### src/csbu_cfg.svh
`ifndef CSBU_CFG_SVH
`define CSBU_CFG_SVH

// ----------------------------------------------------------------------------
// Flag positions in the processor flags register
// ----------------------------------------------------------------------------
`define CSBU_FLAG_C 3'd0
`define CSBU_FLAG_Z 3'd1
`define CSBU_FLAG_N 3'd2
`define CSBU_FLAG_V 3'd3
`define CSBU_FLAG_S 3'd4
`define CSBU_FLAG_H 3'd5

// ----------------------------------------------------------------------------
// Reset values and program counter steps
// ----------------------------------------------------------------------------
`define CSBU_PC_RESET    16'h0000
`define CSBU_FLAGS_RESET 8'h00
`define CSBU_STEP_ONE    16'h0001
`define CSBU_SKIP_SHORT  16'h0002
`define CSBU_SKIP_LONG   16'h0003

`endif

### src/csbu_pkg.sv
package csbu_pkg;

  // Operation codes presented by the decoder
  typedef enum logic [4:0] {
    CSBU_OP_NONE                  = 5'h00,
    CSBU_OP_COMPARE               = 5'h01,
    CSBU_OP_COMPARE_CARRY         = 5'h02,
    CSBU_OP_COMPARE_IMMEDIATE     = 5'h03,
    CSBU_OP_SKIP_REG_BIT_CLEAR    = 5'h04,
    CSBU_OP_SKIP_REG_BIT_SET      = 5'h05,
    CSBU_OP_SKIP_IO_BIT_CLEAR     = 5'h06,
    CSBU_OP_SKIP_IO_BIT_SET       = 5'h07,
    CSBU_OP_BRANCH_FLAG_SET       = 5'h08,
    CSBU_OP_BRANCH_FLAG_CLEARED   = 5'h09,
    CSBU_OP_BRANCH_EQUAL          = 5'h0a,
    CSBU_OP_BRANCH_NOT_EQUAL      = 5'h0b,
    CSBU_OP_BRANCH_CARRY_SET      = 5'h0c,
    CSBU_OP_BRANCH_CARRY_CLEARED  = 5'h0d,
    CSBU_OP_BRANCH_SAME_OR_HIGHER = 5'h0e,
    CSBU_OP_BRANCH_LOWER          = 5'h0f,
    CSBU_OP_BRANCH_MINUS          = 5'h10,
    CSBU_OP_BRANCH_PLUS           = 5'h11
  } csbu_op_e;

endpackage

### src/csbu_unit.sv
`timescale 1ns/10ps
`include "csbu_cfg.svh"

// Behaviour
// - Compare subtracts registers, updates six flags
// - Compare with carry also subtracts carry
// - Compare immediate subtracts constant, no writeback
// - Register bit clear skips by 2/3
// - Register bit set skips by 2/3
// - I/O bit clear skips by 2/3
// - I/O bit set skips by 2/3
// - Flag set branch: PC plus k plus 1
// - Flag cleared branch: PC plus k plus 1
// - Equal branches when zero flag set
// - Not equal branches when zero clear
// - Carry set branches when carry set
// - Carry cleared branches when carry clear
// - Same-or-higher on carry clear, lower on set
// - Minus branches when negative flag set
// - Plus branches when negative flag clear
// - Skips and branches keep all flags
module csbu_unit #(
  parameter int PC_WIDTH   = 16,
  parameter int DISP_WIDTH = 7
) (
  // Clock and reset
  input  wire logic                  clk,
  input  wire logic                  rst_n,
  // Instruction from the decoder, one per cycle while valid
  input  wire logic                  instr_valid,
  input  wire csbu_pkg::csbu_op_e    instr_op,
  input  wire logic [7:0]            first_operand,
  input  wire logic [7:0]            second_operand,
  input  wire logic [7:0]            immediate,
  input  wire logic [7:0]            io_value,
  input  wire logic [2:0]            bit_select,
  input  wire logic [DISP_WIDTH-1:0] displacement,
  input  wire logic                  next_is_long,
  // State
  output logic [PC_WIDTH-1:0]        program_counter,
  output logic [7:0]                 processor_flags_register,
  output logic                       skip_taken,
  output logic                       branch_taken
);

  initial begin
    if (PC_WIDTH < 8 || PC_WIDTH > 16) $error("PC_WIDTH must be 8 to 16");
    if (DISP_WIDTH < 2 || DISP_WIDTH >= PC_WIDTH) $error("DISP_WIDTH out of range");
  end

  // ----------------------------------------------------------------------------
  // Shared subtractor
  // ----------------------------------------------------------------------------
  logic [7:0] sub_rhs;
  logic       sub_borrow;
  logic       f_c, f_z, f_n, f_v, f_s, f_h, d_zero;

  // Immediate form swaps the right operand; carry only for the carry form
  always_comb begin
    sub_rhs    = (instr_op == csbu_pkg::CSBU_OP_COMPARE_IMMEDIATE) ? immediate : second_operand;
    sub_borrow = (instr_op == csbu_pkg::CSBU_OP_COMPARE_CARRY) &
                 processor_flags_register[`CSBU_FLAG_C];
  end

  csbu_sub #(
    .WIDTH (8)
  ) u_sub (
    .minuend    (first_operand),
    .subtrahend (sub_rhs),
    .borrow_in  (sub_borrow),
    .flag_c     (f_c),
    .flag_z     (f_z),
    .flag_n     (f_n),
    .flag_v     (f_v),
    .flag_s     (f_s),
    .flag_h     (f_h),
    .diff_zero  (d_zero)
  );

  // ----------------------------------------------------------------------------
  // Condition evaluation
  // ----------------------------------------------------------------------------
  logic                cond;
  logic                is_skip;
  logic                is_branch;
  logic                is_compare;
  logic                reg_bit;
  logic                io_bit;
  logic [7:0]          fl;
  logic [PC_WIDTH-1:0] disp_ext;

  always_comb begin
    fl         = processor_flags_register;
    reg_bit    = second_operand[bit_select];
    io_bit     = io_value[bit_select];
    cond       = 1'b0;
    is_skip    = 1'b0;
    is_branch  = 1'b0;
    is_compare = 1'b0;
    // Sign extension lets a branch reach backwards as well as forwards
    disp_ext   = {{(PC_WIDTH-DISP_WIDTH){displacement[DISP_WIDTH-1]}}, displacement};
    unique case (instr_op)
      csbu_pkg::CSBU_OP_COMPARE,
      csbu_pkg::CSBU_OP_COMPARE_CARRY,
      csbu_pkg::CSBU_OP_COMPARE_IMMEDIATE: begin
        is_compare = 1'b1;
      end
      csbu_pkg::CSBU_OP_SKIP_REG_BIT_CLEAR: begin
        is_skip = 1'b1;
        cond    = ~reg_bit;
      end
      csbu_pkg::CSBU_OP_SKIP_REG_BIT_SET: begin
        is_skip = 1'b1;
        cond    = reg_bit;
      end
      csbu_pkg::CSBU_OP_SKIP_IO_BIT_CLEAR: begin
        is_skip = 1'b1;
        cond    = ~io_bit;
      end
      csbu_pkg::CSBU_OP_SKIP_IO_BIT_SET: begin
        is_skip = 1'b1;
        cond    = io_bit;
      end
      csbu_pkg::CSBU_OP_BRANCH_FLAG_SET: begin
        is_branch = 1'b1;
        cond      = fl[bit_select];
      end
      csbu_pkg::CSBU_OP_BRANCH_FLAG_CLEARED: begin
        is_branch = 1'b1;
        cond      = ~fl[bit_select];
      end
      csbu_pkg::CSBU_OP_BRANCH_EQUAL: begin
        is_branch = 1'b1;
        cond      = fl[`CSBU_FLAG_Z];
      end
      csbu_pkg::CSBU_OP_BRANCH_NOT_EQUAL: begin
        is_branch = 1'b1;
        cond      = ~fl[`CSBU_FLAG_Z];
      end
      csbu_pkg::CSBU_OP_BRANCH_CARRY_SET: begin
        is_branch = 1'b1;
        cond      = fl[`CSBU_FLAG_C];
      end
      csbu_pkg::CSBU_OP_BRANCH_CARRY_CLEARED: begin
        is_branch = 1'b1;
        cond      = ~fl[`CSBU_FLAG_C];
      end
      csbu_pkg::CSBU_OP_BRANCH_SAME_OR_HIGHER: begin
        is_branch = 1'b1;
        cond      = ~fl[`CSBU_FLAG_C];
      end
      csbu_pkg::CSBU_OP_BRANCH_LOWER: begin
        is_branch = 1'b1;
        cond      = fl[`CSBU_FLAG_C];
      end
      csbu_pkg::CSBU_OP_BRANCH_MINUS: begin
        is_branch = 1'b1;
        cond      = fl[`CSBU_FLAG_N];
      end
      csbu_pkg::CSBU_OP_BRANCH_PLUS: begin
        is_branch = 1'b1;
        cond      = ~fl[`CSBU_FLAG_N];
      end
      default: begin
        cond = 1'b0;
      end
    endcase
  end

  // ----------------------------------------------------------------------------
  // Next state
  // ----------------------------------------------------------------------------
  logic [PC_WIDTH-1:0] next_program_counter;
  logic [7:0]          next_processor_flags_register;
  logic                next_skip_taken;
  logic                next_branch_taken;

  // Flags move only on compares; skips and branches leave them alone
  always_comb begin
    next_program_counter          = program_counter;
    next_processor_flags_register = processor_flags_register;
    next_skip_taken               = 1'b0;
    next_branch_taken             = 1'b0;
    if (instr_valid) begin
      next_program_counter = program_counter + PC_WIDTH'(`CSBU_STEP_ONE);
      if (is_compare) begin
        next_processor_flags_register[`CSBU_FLAG_C] = f_c;
        next_processor_flags_register[`CSBU_FLAG_N] = f_n;
        next_processor_flags_register[`CSBU_FLAG_V] = f_v;
        next_processor_flags_register[`CSBU_FLAG_S] = f_s;
        next_processor_flags_register[`CSBU_FLAG_H] = f_h;
        // The carry form only clears Z so multi-byte compares chain
        if (instr_op == csbu_pkg::CSBU_OP_COMPARE_CARRY) begin
          next_processor_flags_register[`CSBU_FLAG_Z] = d_zero & fl[`CSBU_FLAG_Z];
        end else begin
          next_processor_flags_register[`CSBU_FLAG_Z] = f_z;
        end
      end else if (is_skip && cond) begin
        next_skip_taken      = 1'b1;
        next_program_counter = program_counter + (next_is_long ?
                               PC_WIDTH'(`CSBU_SKIP_LONG) : PC_WIDTH'(`CSBU_SKIP_SHORT));
      end else if (is_branch && cond) begin
        next_branch_taken    = 1'b1;
        next_program_counter = program_counter + disp_ext + PC_WIDTH'(`CSBU_STEP_ONE);
      end
    end
  end

  always_ff @(posedge clk) begin
    if (!rst_n) begin
      program_counter          <= PC_WIDTH'(`CSBU_PC_RESET);
      processor_flags_register <= `CSBU_FLAGS_RESET;
      skip_taken               <= 1'b0;
      branch_taken             <= 1'b0;
    end else begin
      program_counter          <= next_program_counter;
      processor_flags_register <= next_processor_flags_register;
      skip_taken               <= next_skip_taken;
      branch_taken             <= next_branch_taken;
    end
  end
endmodule

### src/csbu_sub.sv
`timescale 1ns/10ps
`include "csbu_cfg.svh"

// Subtractor shared by all compares: flags only, difference discarded
module csbu_sub #(
  parameter int WIDTH = 8
) (
  // Operands
  input  wire logic [WIDTH-1:0] minuend,
  input  wire logic [WIDTH-1:0] subtrahend,
  input  wire logic             borrow_in,
  // Flag results
  output logic                  flag_c,
  output logic                  flag_z,
  output logic                  flag_n,
  output logic                  flag_v,
  output logic                  flag_s,
  output logic                  flag_h,
  // Zero of this difference alone, chained by the caller when needed
  output logic                  diff_zero
);

  initial begin
    if (WIDTH < 5) $error("csbu_sub needs at least 5 bits for half carry");
  end

  logic [WIDTH:0] diff;

  // ----------------------------------------------------------------------------
  // Difference and flags
  // ----------------------------------------------------------------------------
  always_comb begin
    diff      = {1'b0, minuend} - {1'b0, subtrahend} - {{WIDTH{1'b0}}, borrow_in};
    flag_c    = diff[WIDTH];
    diff_zero = (diff[WIDTH-1:0] == '0);
    flag_z    = diff_zero;
    flag_n    = diff[WIDTH-1];
    // Overflow when operand signs differ and result sign follows subtrahend
    flag_v    = (minuend[WIDTH-1] & ~subtrahend[WIDTH-1] & ~diff[WIDTH-1]) |
                (~minuend[WIDTH-1] & subtrahend[WIDTH-1] & diff[WIDTH-1]);
    flag_s    = flag_n ^ flag_v;
    flag_h    = (~minuend[3] & subtrahend[3]) | (subtrahend[3] & diff[3]) | (diff[3] & ~minuend[3]);
  end

endmodule

### config.mk
export PLATFORM = sky130hd
export DESIGN_NAME = csbu_unit
export DESIGN_NICKNAME = d
export VERILOG_FILES = /design/src/csbu_pkg.sv /design/src/csbu_unit.sv /design/src/csbu_sub.sv
export VERILOG_INCLUDE_DIRS = /design/src
export SDC_FILE = /design/constraint.sdc
export NUM_CORES = 1
export LEC_CHECK = 0
export ABC_AREA = 1
export BUFFER_PORTS_ARGS = -buffer_cell sky130_fd_sc_hd__buf_2
export CAP_MARGIN = 30
export CORE_AREA = 4 4 95 97
export DETAILED_ROUTE_END_ITERATION = 8
export DIE_AREA = 0 0 99 101
export PLACE_DENSITY = 0.86
export SLEW_MARGIN = 0
export SYNTH_ARGS = -nofsm -noshare
export SYNTH_HDL_FRONTEND = slang
export SYNTH_SLANG_ARGS = --single-unit
### constraint.sdc
create_clock -name clk -period 3.6 [get_ports clk]
set_clock_uncertainty 0.1 [all_clocks]
set_input_delay 0.72 -clock clk [delete_from_list [all_inputs] [get_ports clk]]
set_output_delay 0.72 -clock clk [all_outputs]
set_load 0.01 [all_outputs]
# ---- Word level (Yosys, flattened, before mapping)
# Cells that the tools add are included.
dict set report word_totals {
  wordCells 82
  register_bits 24
  output_inout_bits 26
}
dict set report op_classes {
  bitwise_logic 25
  addsub 6
  n_mux 18
  n_lt_le_gt_ge 1
  n_eq_ne 17
  n_reduce_logical 11
}
# op count
set op_table {}
lappend op_table {{$mux W16} 3}
lappend op_table {{$eq A5 B4 Y1 const B} 8}
lappend op_table {{$add A16 B1 Y16 const B} 2}
lappend op_table {{$eq A5 B3 Y1 const B} 4}
lappend op_table {{$add A16 B16 Y16} 1}
lappend op_table {{$add A16 B2 Y16} 1}
lappend op_table {{$not A1 Y1} 12}
lappend op_table {{$pmux W1 S12} 1}
lappend op_table {{$eq A5 B2 Y1 const B} 2}
lappend op_table {{$eq A5 B5 Y1 const B} 2}
lappend op_table {{$mux W1} 10}
lappend op_table {{$reduce_or A10 Y1} 1}
lappend op_table {{$and A1 B1 Y1} 9}
lappend op_table {{$bmux W1 S3} 3}
lappend op_table {{$sub A8 B8 Y9} 1}
lappend op_table {{$sub A9 B1 Y9} 1}
lappend op_table {{$logic_not A8 Y1} 1}
lappend op_table {{$mux W8} 1}
lappend op_table {{$reduce_or A4 Y1} 2}
lappend op_table {{$reduce_or A3 Y1} 2}
lappend op_table {{$eq A5 B1 Y1 const B} 1}
lappend op_table {{$lt A3 B4 Y1 const B} 1}
lappend op_table {{$reduce_or A2 Y1} 2}
lappend op_table {{$or A1 B1 Y1} 3}
lappend op_table {{other kinds (3)} 4}

# ---- Depth between registers and ports, before layout
# Gate-level depths: netlist (run 1).
dict set report depth {
  word_depth 8
  mapped_depth 18
}

# ---- Cells and area by module
# A second synthesis (run 1) with hierarchy kept.
dict set report hier_totals {
  hier_cells 782
  hier_area_um2 4282.9
}
# module n_inst cells_each area_each_um2 seq_area_each_um2
set modules_own_cells {}
lappend modules_own_cells {csbu_unit 1 664 3622.2 480.5}
lappend modules_own_cells {csbu_sub 1 118 660.6 0.0}

# ---- Least setup slack after synthesis (run 1)
# Ideal clock, no wire load.
dict set report synth_timing {
  path_kind {input -> register}
  start {input port instr_op[3]}
  end {register processor_flags_register[3]}
  arrival_ns 3.216
  path_stages 18
  t_required_ns 3.360
  slack_ns 0.144
  path_buffers 1
  path_cell_list {inv_1 > nand2_1 > nor3_1 > nand2_1 > clkbuf_1 > nor2_1 > a21oi_1 > fa_1 > inv_1 > ha_1 > nand2_1 > nand2_1 > nand2_1 > nand3_1 > xor2_1 > or2_2 > o211ai_1 > a21oi_1}
}
dict set report synth_between {
  elab_chain_len 7
}
# element line_no
set synth_lines {}
lappend synth_lines {{start, declared} csbu_unit.sv:31} ;# input wire csbu_pkg::csbu_op_e instr_op,
lappend synth_lines {{$eq A5 B2 Y1} {csbu_unit.sv:60, csbu_unit.sv:102}}
lappend synth_lines {{$mux W8} csbu_unit.sv:60} ;# sub_rhs = (instr_op == csbu_pkg::CSBU_OP_COMPARE_IMMEDIATE) ? immediate : second_operand;
lappend synth_lines {{$sub A8 B8 Y9} csbu_sub.sv:33} ;# diff = {1'b0, minuend} - {1'b0, subtrahend} - {{WIDTH{1'b0}}, borrow_in};
lappend synth_lines {{$sub A9 B1 Y9} csbu_sub.sv:33}
lappend synth_lines {{$not A1 Y1} csbu_sub.sv:39} ;# flag_v = (minuend[WIDTH-1] & ~subtrahend[WIDTH-1] & ~diff[WIDTH-1]) |
lappend synth_lines {{$and A1 B1 Y1} csbu_sub.sv:39}
lappend synth_lines {{$or A1 B1 Y1} csbu_sub.sv:39}
lappend synth_lines {{end signal, assigned} csbu_unit.sv:212} ;# processor_flags_register <= `CSBU_FLAGS_RESET;
lappend synth_lines {{end signal, assigned} csbu_unit.sv:217} ;# processor_flags_register <= next_processor_flags_register;
lappend synth_lines {{end, declared} csbu_unit.sv:41} ;# output logic [7:0] processor_flags_register,
# Several ways; a longest one is shown, not always the timed one.
# A chain may end at the register's enable or synchronous reset.

# ---- Worst setup path after layout (run 1)
dict set report layout_timing {
  start {input port instr_op[3]}
  end {register processor_flags_register[1]}
}
dict set report layout_between {
  elab_chain_len 7
}
# element line_no
set layout_lines {}
lappend layout_lines {{$eq A5 B2 Y1} {csbu_unit.sv:60, csbu_unit.sv:102}}
lappend layout_lines {{$mux W8} csbu_unit.sv:60}
lappend layout_lines {{$sub A8 B8 Y9} csbu_sub.sv:33}
lappend layout_lines {{$sub A9 B1 Y9} csbu_sub.sv:33}
lappend layout_lines {{$logic_not A8 Y1} csbu_sub.sv:35} ;# diff_zero = (diff[WIDTH-1:0] == '0);
lappend layout_lines {{$and A1 B1 Y1} csbu_unit.sv:194} ;# next_processor_flags_register[`CSBU_FLAG_Z] = d_zero & fl[`CSBU_FLAG_Z];
lappend layout_lines {{$mux W1} csbu_unit.sv:193} ;# if (instr_op == csbu_pkg::CSBU_OP_COMPARE_CARRY) begin
# Several ways; a longest one is shown, not always the timed one.

==> results.py, run 1 <==
metrics = {
    "clock_tree": {
        "clk_latency_ps": 270,
        "cts_tree": "yes",
        "cts_buffer_depth": 2,
        "cts_root_buf": "clkbuf_8",
        "ctsHoldBuffers": 0,
        "path_clk_slew_ps": 90,
        "clkSinkCount": 24,
        "htree_levels": 1,
        "cts_buffers": 3,
    },
    "placement": {
        "place_inst": 927,
        "dp_hpwl_mm": 8.72,
        "gp_congestion": 0.896,
        "io_buffers": 74,
        "placed_area_um2": 4630,
    },
    "synthesis": {
        "yosysSeqAreaShare_pct": 11.5,
        "synth_seq_cells": 24,
        "yosys.area.top_type_share_pct": 20.6,
        "syn_area_per_cell_um2": 5.50,
        "synth_area_leaders": "nand2_1, inv_1, dfxtp_1",
        "synth_cell_type_count": 34,
        "synth_area_um2": 4170,
        "yosys_warnings": 0,
        "yosysTopAreaCell": "nand2_1",
        "syn_inst": 759,
    },
    "die": {
        "die_h_um": 101,
        "initial_core_util_pct": 51.3,
        "placementRows": 33,
        "die_w_um": 99,
        "io_pins": 77,
        "dieArea_um2": 10000,
        "core_area_um2": 8130,
    },
    "timing": {
        "fmaxAchievable_mhz": 301,
        "rsz0062_at_grt": "false",
        "finalCritPeriodShare_pct": 92.3,
        "setup_viol": 0,
        "period_needed_ps": 3320,
        "finalHoldViolations": 0,
        "slew_violations": 0,
        "worst_pin_slew_ps": 802,
        "relSlewSlack_pct": 46.5,
    },
    "power_and_ir_drop": {
        "ir_drop_uv": 112,
        "p_leak_nw": 2.66,
        "power_density_nw_per_um2": 243,
    },
    "cells_and_area": {
        "final_area_um2": 4700,
        "seq_area_um2": 480,
        "fin_nets": 916,
        "multi_input_area_um2": 3030,
        "final_cells": 933,
        "area_delta_synth_final_pct": 12.7,
        "fillers": 811,
        "diodes": 0,
        "layout-drive-gt1-share_pct": 13.9,
    },
    "flow_run": {
        "max_cap_violations": 0,
    },
    "setup_path": {
        "startpoint": "instr_op[3]",
        "r2r_start": "processor_flags_register[0]",
        "crit_type": "in2reg",
        "cp_data_arrival_time_ps": 3420,
        "required_ps": 3700,
        "path_max_fanout": 10,
        "critPathLaunchType": "input pin",
        "cp-end-kind": "flop",
    },
    "routing": {
        "vias_per_cell": 5.13,
        "ant_nets": 0,
        "wl_mm": 11.0,
        "vias": 4784,
        "drt-pass1-iter-count": 7,
        "drt_iter0_drc": 297,
        "drc_errors": 0,
        "wl_per_cell_um": 11.8,
    },
    "global_route": {
        "grt_usage_pct": 21.5,
        "overflow": 0,
        "grt_pass1_wl_mm": 18.3,
        "grt_pass1_vias": 4170,
        "grt_max_degree": 33,
        "antenna_found_initial": 0,
    },
    "min_path": {
        "min_path_type": "reg2reg",
        "hp-start": "processor_flags_register[4]",
    },
    "run_status": {
        "status": "complete, no violations",
    },
}
## registers in the layout, summed over array words and instances, names as in the netlist
signal                    count
processor_flags_register      6
program_counter              16
skip_taken                    1
branch_taken                  1
## final timing paths
check        depth (start not counted)                           to  slack (ps)
max                                 18  processor_flags_register[1]         280
min                                  2  processor_flags_register[4]         410
max reg2reg                         13  processor_flags_register[1]        1020
min reg2reg                          2  processor_flags_register[4]         410
## critical path: stages
cell and delay [ps]:
buf_2 120, inv_1 80, nand2_1 100, nor3_2 180
nand2_2 180, nor2_1 130, a21oi_1 70, fa_1 440
fa_1 410, nand2_1 70, inv_1 40, o21bai_1 250
a21oi_1 110, nor2_1 100, nor2_1 50, xor2_1 150
nand4_1 100, a21oi_1 130
## layout make-up
class                   instances  area share [%]
multi-input cells             568            64.4
inverters                     146            11.6
flip-flops and latches         24            10.2
repair buffers                 86            9.79
well taps                     105            2.79
clock buffers                   4            1.17
## layout by cell type (no fill, tap or decap), drive strengths merged
cell type and n:
ha 33, clkbuf 4, o22ai 1, a21oi 50
fa 3, clkinv 1, nand3 62, o21ai 16
or2 2, inv 145, nor2 81, xnor2 10
and2 1, nand2 230, o21bai 2, o211ai 4
xor2 31, dfxtp 24, buf 86, nor3 11
a31oi 1, nor4 2, nand4 26, conb 2
## cells in the mapped netlist
| cell | instances |
|---|---|
| nand2_1 | 229 |
| inv_1 | 140 |
| nor2_1 | 76 |
| nand3_1 | 60 |
| a21oi_1 | 44 |
| ha_1 | 33 |
| xor2_1 | 31 |
| nand4_1 | 25 |
| dfxtp_1 | 24 |
| o21ai_0 | 16 |
| nor3_1 | 11 |
| xnor2_1 | 10 |
| clkbuf_1 | 7 |
| a21oi_2 | 6 |
| buf_2 | 6 |
| buf_4 | 5 |
| inv_2 | 5 |
| nor2_2 | 5 |
| fa_1 | 3 |
| o211ai_1 | 3 |
| buf_6 | 2 |
| clkbuf_2 | 2 |
| nand3_2 | 2 |
| nor4_1 | 2 |
| o21bai_1 | 2 |
| or2_2 | 2 |
| a31oi_1 | 1 |
| and2_1 | 1 |
| clkinv_1 | 1 |
| conb_1 | 1 |
| nand2_2 | 1 |
| nand4_4 | 1 |
| o211ai_2 | 1 |
| o22ai_1 | 1 |
## kinds of logic (layout without fill, tap and decap cells)
family | Yosys count | in the layout | synth area share (%)
AO/OA/AOI/OAI | 74 | 74 | 9.96
adder cells (fa/ha/maj) | 36 | 36 | 11.3
flip-flops | 24 | 24 | 11.5
buffers and inverters | 168 | 236 | 16.2
AND/OR/NAND/NOR | 415 | 415 | 42.3
XOR/XNOR | 41 | 41 | 8.61
other | 1 | 2 | 0.0899
## per-layer routing
layer | vias up | track usage, % | part of all wire, %
li1 | 2504 | - | -
met1 | 2104 | 28.5 | 45
met2 | 149 | 38.5 | 48
met3 | 27 | 1.11 | 5.5
met4 | 0 | 4.83 | 1.8
met5 | - | 0 | 0
## repair_timing
action,4_1_cts,5_1_grt
gates resized for setup,0,2
endpoints found under the setup margin,0,5
buffers inserted,0,2
## report_power, final
group,leakage (nW),switching (W),internal (W)
clock,0.0288,0.0000936,0.0000979
combinational,2.44,0.000370,0.000250
sequential,0.196,0.0000448,0.000285
total,2.66,0.000508,0.000633
## through the flow
step	util [%]	total power (W)	hold WS [ps]	worst slack [ps]	TNS (ps)
final	57.8	0.00114	409	276	0
after global routing	57.8	0.00125	437	19.1	0
after CTS	57.6	0.00114	415	87.6	0
after detailed placement	56.9	0.000946	400	-195	-617
after global placement	56.9	0.000935	396	-23.1	-23.1
after floorplan	-	0.000788	401	144	0
No activity file was read; power rests on OpenSTA's default activity.
==> run 2: changes to the inputs <==
CORE_AREA = 4 4 73 126   (was 4 4 95 97)
DIE_AREA = 0 0 77 130   (was 0 0 99 101)
==> run 2 against run 1 <==
  * Critical path depth up 1
  * Via count up 2.0%
  * Core utilization down 0.58 points
  * Critical endpoint is now processor_flags_register[3]
  * Maximum frequency up 1.3%
  * Register-to-register slack better by 90 ps
  * Total power up 6.8%
  * Clock power up 35%
  * Combinational power up 3%
  * Design area down 0.16%
  * Clock-buffer cell count down 1
==> results.py, run 2 (synthesis results as in run 1) <==
metrics = {
    "cells_and_area": {
        "mostFrequentLayoutCells": "nand2_1, inv_1, nor2_1",
        "reg_top3": "program_counter (16), processor_flags_register (6)",
        "layout-drive-gt1-share_pct": 13.6,
        "area_delta_synth_final_pct": 12.6,
        "final_common_cell": "nand2_1",
        "fin_nets": 915,
        "largest_register_ffs": 16,
        "largest-register": "program_counter",
        "fin_util_pct": 57.3,
        "diodes": 0,
    },
    "die": {
        "io_pins": 77,
        "initial_core_util_pct": 50.9,
        "dieArea_um2": 10000,
        "die_w_um": 77,
        "core_area_um2": 8200,
        "die_h_um": 130,
        "placementRows": 44,
    },
    "global_route": {
        "grt_pass1_wl_mm": 20.7,
        "grt_usage_pct": 25.2,
        "grt_max_degree": 33,
        "antenna_found_initial": 0,
        "overflow": 0,
        "grt_pass1_vias": 4838,
    },
    "clock_tree": {
        "ctsHoldBuffers": 0,
        "cts_root_buf": "clkbuf_16",
        "clk_latency_ps": 270,
        "htree_levels": 1,
        "cts_buffers": 3,
        "path_clk_slew_ps": 70,
        "cts_tree": "yes",
        "clkSinkCount": 24,
        "postCtsSetupRepairBufs": 0,
        "cts_buffer_depth": 2,
    },
    "timing": {
        "period_needed_ps": 3280,
        "rsz0062_at_grt": "false",
        "setup_viol": 0,
        "relSlewSlack_pct": 60.4,
        "finalCritPeriodShare_pct": 91.2,
        "worst_pin_slew_ps": 594,
        "slew_violations": 0,
        "finalHoldViolations": 0,
        "fmaxAchievable_mhz": 305,
    },
    "flow_run": {
        "max_cap_violations": 0,
    },
    "min_path": {
        "hold_depth": 2,
        "hp-start": "processor_flags_register[3]",
        "min_path_type": "reg2reg",
        "min_to": "processor_flags_register[3]",
    },
    "routing": {
        "ant_nets": 0,
        "drt-pass1-iter-count": 5,
        "drt_iter0_drc": 392,
        "drc_errors": 0,
        "vias_per_cell": 5.32,
        "wl_per_cell_um": 13.6,
        "vias": 4881,
        "wl_mm": 12.5,
    },
    "setup_path": {
        "cp_data_arrival_time_ps": 3340,
        "critPathLaunchType": "input pin",
        "cp-end-kind": "flop",
        "ff2ff_setup_slack_ps": 1110,
        "path_max_fanout": 16,
        "crit_type": "in2reg",
        "r2r_start": "processor_flags_register[0]",
        "required_ps": 3660,
        "regToRegEndpoint": "processor_flags_register[3]",
        "r2r_cells": 13,
    },
    "power_and_ir_drop": {
        "total_power_w": 0.00122,
        "power_density_nw_per_um2": 259,
        "ir_drop_uv": 169,
        "p_leak_nw": 2.67,
    },
    "placement": {
        "dp_hpwl_mm": 10.2,
        "gp_congestion": 0.957,
        "io_buffers": 74,
    },
    "run_status": {
        "status": "complete, no violations",
    },
}
-- run 2: cell count changes in the layout (fill, tap and decap cells not counted), sizes merged --
cell and change:
buf -1, clkbuf -1
-- run 2: repair_timing --
item,4_1_cts,5_1_grt
hold endpoints to repair,0,0
resized for setup,0,1
setup endpoints to repair,0,1
-- run 2: per-stage QoR --
step / instances / setup WS, ps / setup TNS [ps] / instance area (µm²) / hold slack [ps]
2_1_floorplan: 760 / 144 / 0 / 4180 / 401
3_3_place_gp: 915 / 66.1 / 0 / 4620 / 401
3_5_place_dp: 915 / -21.1 / -21.1 / 4620 / 418
4_1_cts: 918 / 252 / 0 / 4690 / 427
5_1_grt: 918 / 67.4 / 0 / 4700 / 452
6_report: 918 / 318 / 0 / 4700 / 425
-- run 2: where the power goes --
part | switching, W | leakage (nW) | internal, W
registers | 0.0000406 | 0.196 | 0.000286
clock network | 0.000109 | 0.0370 | 0.000148
logic | 0.000387 | 2.43 | 0.000248
total | 0.000536 | 2.67 | 0.000682
-- run 2: how the worst max path moves through the flow --
| stage | startpoint | endpoint | slack [ps] | cells past startpoint |
|---|---|---|---|---|
| 4_1_cts | instr_op[3] | processor_flags_register[1] | 250 | 19 |
| 5_1_grt | instr_op[3] | processor_flags_register[1] | 70 | 16 |
| 3_3_place_gp | instr_op[3] | processor_flags_register[1] | 70 | 19 |
| 6_report | instr_op[3] | processor_flags_register[3] | 320 | 19 |
| 3_5_place_dp | instr_op[3] | processor_flags_register[1] | -20 | 19 |
| 2_1_floorplan | instr_op[3] | processor_flags_register[3] | 140 | 18 |
-- run 2: per-layer routing --
| metal | GRT usage [%] | wire length [µm] | vias up |
|---|---|---|---|
| li1 | - | - | 2504 |
| met2 | 51.5 | 6830 | 162 |
| met5 | 0 | 0 | - |
| met4 | 19.2 | 800 | 0 |
| met1 | 22.7 | 4380 | 2166 |
| met3 | 1.31 | 498 | 49 |
-- run 2: final cells by class --
cell class	instances	area [µm²]
clock buffers	3	75.1
fillers	833	3510
inverters	146	548
multi-input cells	568	3030
flip-flops and latches	24	480
well taps	92	115
repair buffers	85	453
-- run 2: worst max-delay path: stages --
cell and delay, ps:
buf_2 120, inv_1 90, nand2_1 90, nor3_1 190
nand2_1 80, buf_4 190, nor2_1 90, a21oi_1 60
fa_1 440, inv_1 80, ha_1 230, nand2_1 70
nand2_1 80, nand2_1 80, nand3_1 70, xor2_1 190
or2_2 300, o211ai_1 80, a21oi_1 80
==> run 3: changes to the inputs <==
PLACE_DENSITY = 0.89   (was 0.86)
==> run 3 against run 2 <==
  * Via count increased by 1.8%
  * Maximum frequency up 1.3%
  * Non-clock buffer count up 4
  * Register-to-register slack worse by 30 ps
  * Critical path type unchanged
==> results.py, run 3 (synthesis results as in run 1) <==
metrics = {
    "die": {
        "die_h_um": 130,
        "die_w_um": 77,
        "dieArea_um2": 10000,
        "placementRows": 44,
        "initial_core_util_pct": 50.9,
        "core_area_um2": 8200,
        "io_pins": 77,
    },
    "power_and_ir_drop": {
        "power_switching_share_pct": 43.3,
        "p_leak_nw": 2.69,
        "ir_drop_uv": 176,
        "p_clk_share_pct": 20.1,
        "p_seq_share_pct": 27.1,
        "p_switching_w": 0.000527,
        "p_int_w": 0.000689,
        "power_density_nw_per_um2": 257,
        "pwr-share-comb_pct": 52.8,
    },
    "placement": {
        "place_inst": 919,
        "gp_congestion": 0.966,
        "dp_hpwl_mm": 9.93,
        "io_buffers": 74,
        "placed_area_um2": 4650,
    },
    "clock_tree": {
        "cts_tree": "yes",
        "htree_levels": 1,
        "cts_root_buf": "clkbuf_16",
        "cts_buffer_depth": 2,
        "path_clk_slew_ps": 60,
        "clkSinkCount": 24,
        "ctsHoldBuffers": 0,
        "cts_buffers": 3,
        "clk_latency_ps": 260,
    },
    "timing": {
        "finalCritPeriodShare_pct": 90.0,
        "setup_viol": 0,
        "worst_pin_slew_ps": 870,
        "rsz0062_at_grt": "false",
        "relSlewSlack_pct": 41.9,
        "tns_ps": 0,
        "period_needed_ps": 3240,
        "finalHoldViolations": 0,
        "fmaxAchievable_mhz": 309,
        "holdWs_ps": 427,
        "slew_violations": 0,
    },
    "global_route": {
        "grt_max_degree": 33,
        "antenna_found_initial": 0,
        "grt_usage_pct": 25.3,
        "grt_pass1_vias": 4964,
        "overflow": 0,
        "grt_pass1_wl_mm": 20.9,
    },
    "routing": {
        "wl_mm": 12.3,
        "drt-pass1-iter-count": 8,
        "wl_per_cell_um": 13.4,
        "vias": 4968,
        "drc_errors": 0,
        "drt_iter0_drc": 448,
        "ant_nets": 0,
        "vias_per_cell": 5.39,
    },
    "setup_path": {
        "required_ps": 3610,
        "crit_top_cell": "inv_1",
        "cp-end-kind": "flop",
        "cp_cell_sequence": "buf_2 -> inv_1 -> nand2_1 -> nor3_2 -> nand2_2 -> buf_4 -> nor2_1 -> a21oi_1 -> ha_1 -> inv_1 -> ha_1 -> inv_1 -> nor3_1 -> nand2_1 -> nand3_1 -> xor2_2 -> or2_2 -> o211ai_1 -> a21oi_1",
        "path_max_fanout": 6,
        "crit_type": "in2reg",
        "crit_path_max_incr_delay_ps": 340,
        "cp_top_family": "simple AND/OR/NAND/NOR gates",
        "cpMaxStageDelayCell": "ha_1",
        "critPathLaunchType": "input pin",
        "cp_data_arrival_time_ps": 3250,
        "path_buf_inv": 5,
    },
    "cells_and_area": {
        "layout-drive-gt1-share_pct": 14.2,
        "mostFrequentLayoutCells": "nand2_1, inv_1, nor2_1",
        "area_delta_synth_final_pct": 13.6,
        "multi_input_area_um2": 3040,
        "fin_util_pct": 57.8,
        "largest-register": "program_counter",
        "seq_area_um2": 480,
        "final_area_um2": 4740,
        "fillers": 834,
        "fin_nets": 919,
        "final_cells": 922,
        "diodes": 0,
        "largest_register_ffs": 16,
        "reg_top3": "program_counter (16), processor_flags_register (6)",
        "final_common_cell": "nand2_1",
    },
    "run_status": {
        "status": "complete, no violations",
    },
    "min_path": {
        "min_path_type": "reg2reg",
    },
    "flow_run": {
        "max_cap_violations": 0,
    },
}
## run 3: cell types whose count changed in the layout (fill, tap and decap cells not counted), sizes merged
cell / before / now
buf: 85 / 89
## run 3: worst reg2reg max path, stage by stage, from the launching register on
cell and delay [ps]:
dfxtp_1 350, inv_1 130, nor2_1 80, fa_1 400
fa_1 390, nand2_1 70, inv_1 50, o21bai_1 270
a21oi_1 110, nor2_1 100, nor2_1 60, xor2_1 140
nand4_1 70, a21oi_1 60
## run 3: final timing paths
check,start,end,depth (start not counted),slack [ps]
setup / recovery,instr_op[2],processor_flags_register[3],19,360
hold / removal,program_counter[15],program_counter[15],2,430
setup reg to reg,processor_flags_register[0],processor_flags_register[1],13,1080
hold reg to reg,program_counter[15],program_counter[15],2,430
## run 3: cell type report
cell class              instances  share of cell area [%]
multi-input cells             568                    64.1
inverters                     146                    11.6
repair buffers                 89                    10.2
flip-flops and latches         24                    10.1
well taps                      92                    2.43
clock buffers                   3                    1.58
## run 3: repair_timing
action | in CTS | in global routing
resized for setup | 0 | 3
buffers inserted | 0 | 0
setup endpoints to repair | 0 | 3
## run 3: power by group through the flow
stage / logic (W) / clock network [W] / registers, W
global route: 0.000736 / 0.000255 / 0.000334
floorplan: 0.000462 / 0 / 0.000326
global placement: 0.000618 / 0 / 0.000334
CTS: 0.000635 / 0.000249 / 0.000328
detailed placement: 0.000629 / 0 / 0.000334
finish: 0.000642 / 0.000245 / 0.000329
## run 3: stage by stage
stage / worst slack, ps / power (W)
after floorplan: 144 / 0.000788
after global routing: 72.8 / 0.00132
after global placement: 63.8 / 0.000952
final: 359 / 0.00122
after detailed placement: 17.0 / 0.000963
after CTS: 283 / 0.00121
## run 3: routing by layer
metal / up-vias / GRT usage [%] / routed length (µm)
met5: - / 0 / 0
met4: 0 / 17.6 / 727
met3: 50 / 2.28 / 644
met2: 206 / 50.8 / 6710
met1: 2205 / 23.6 / 4240
li1: 2507 / - / -
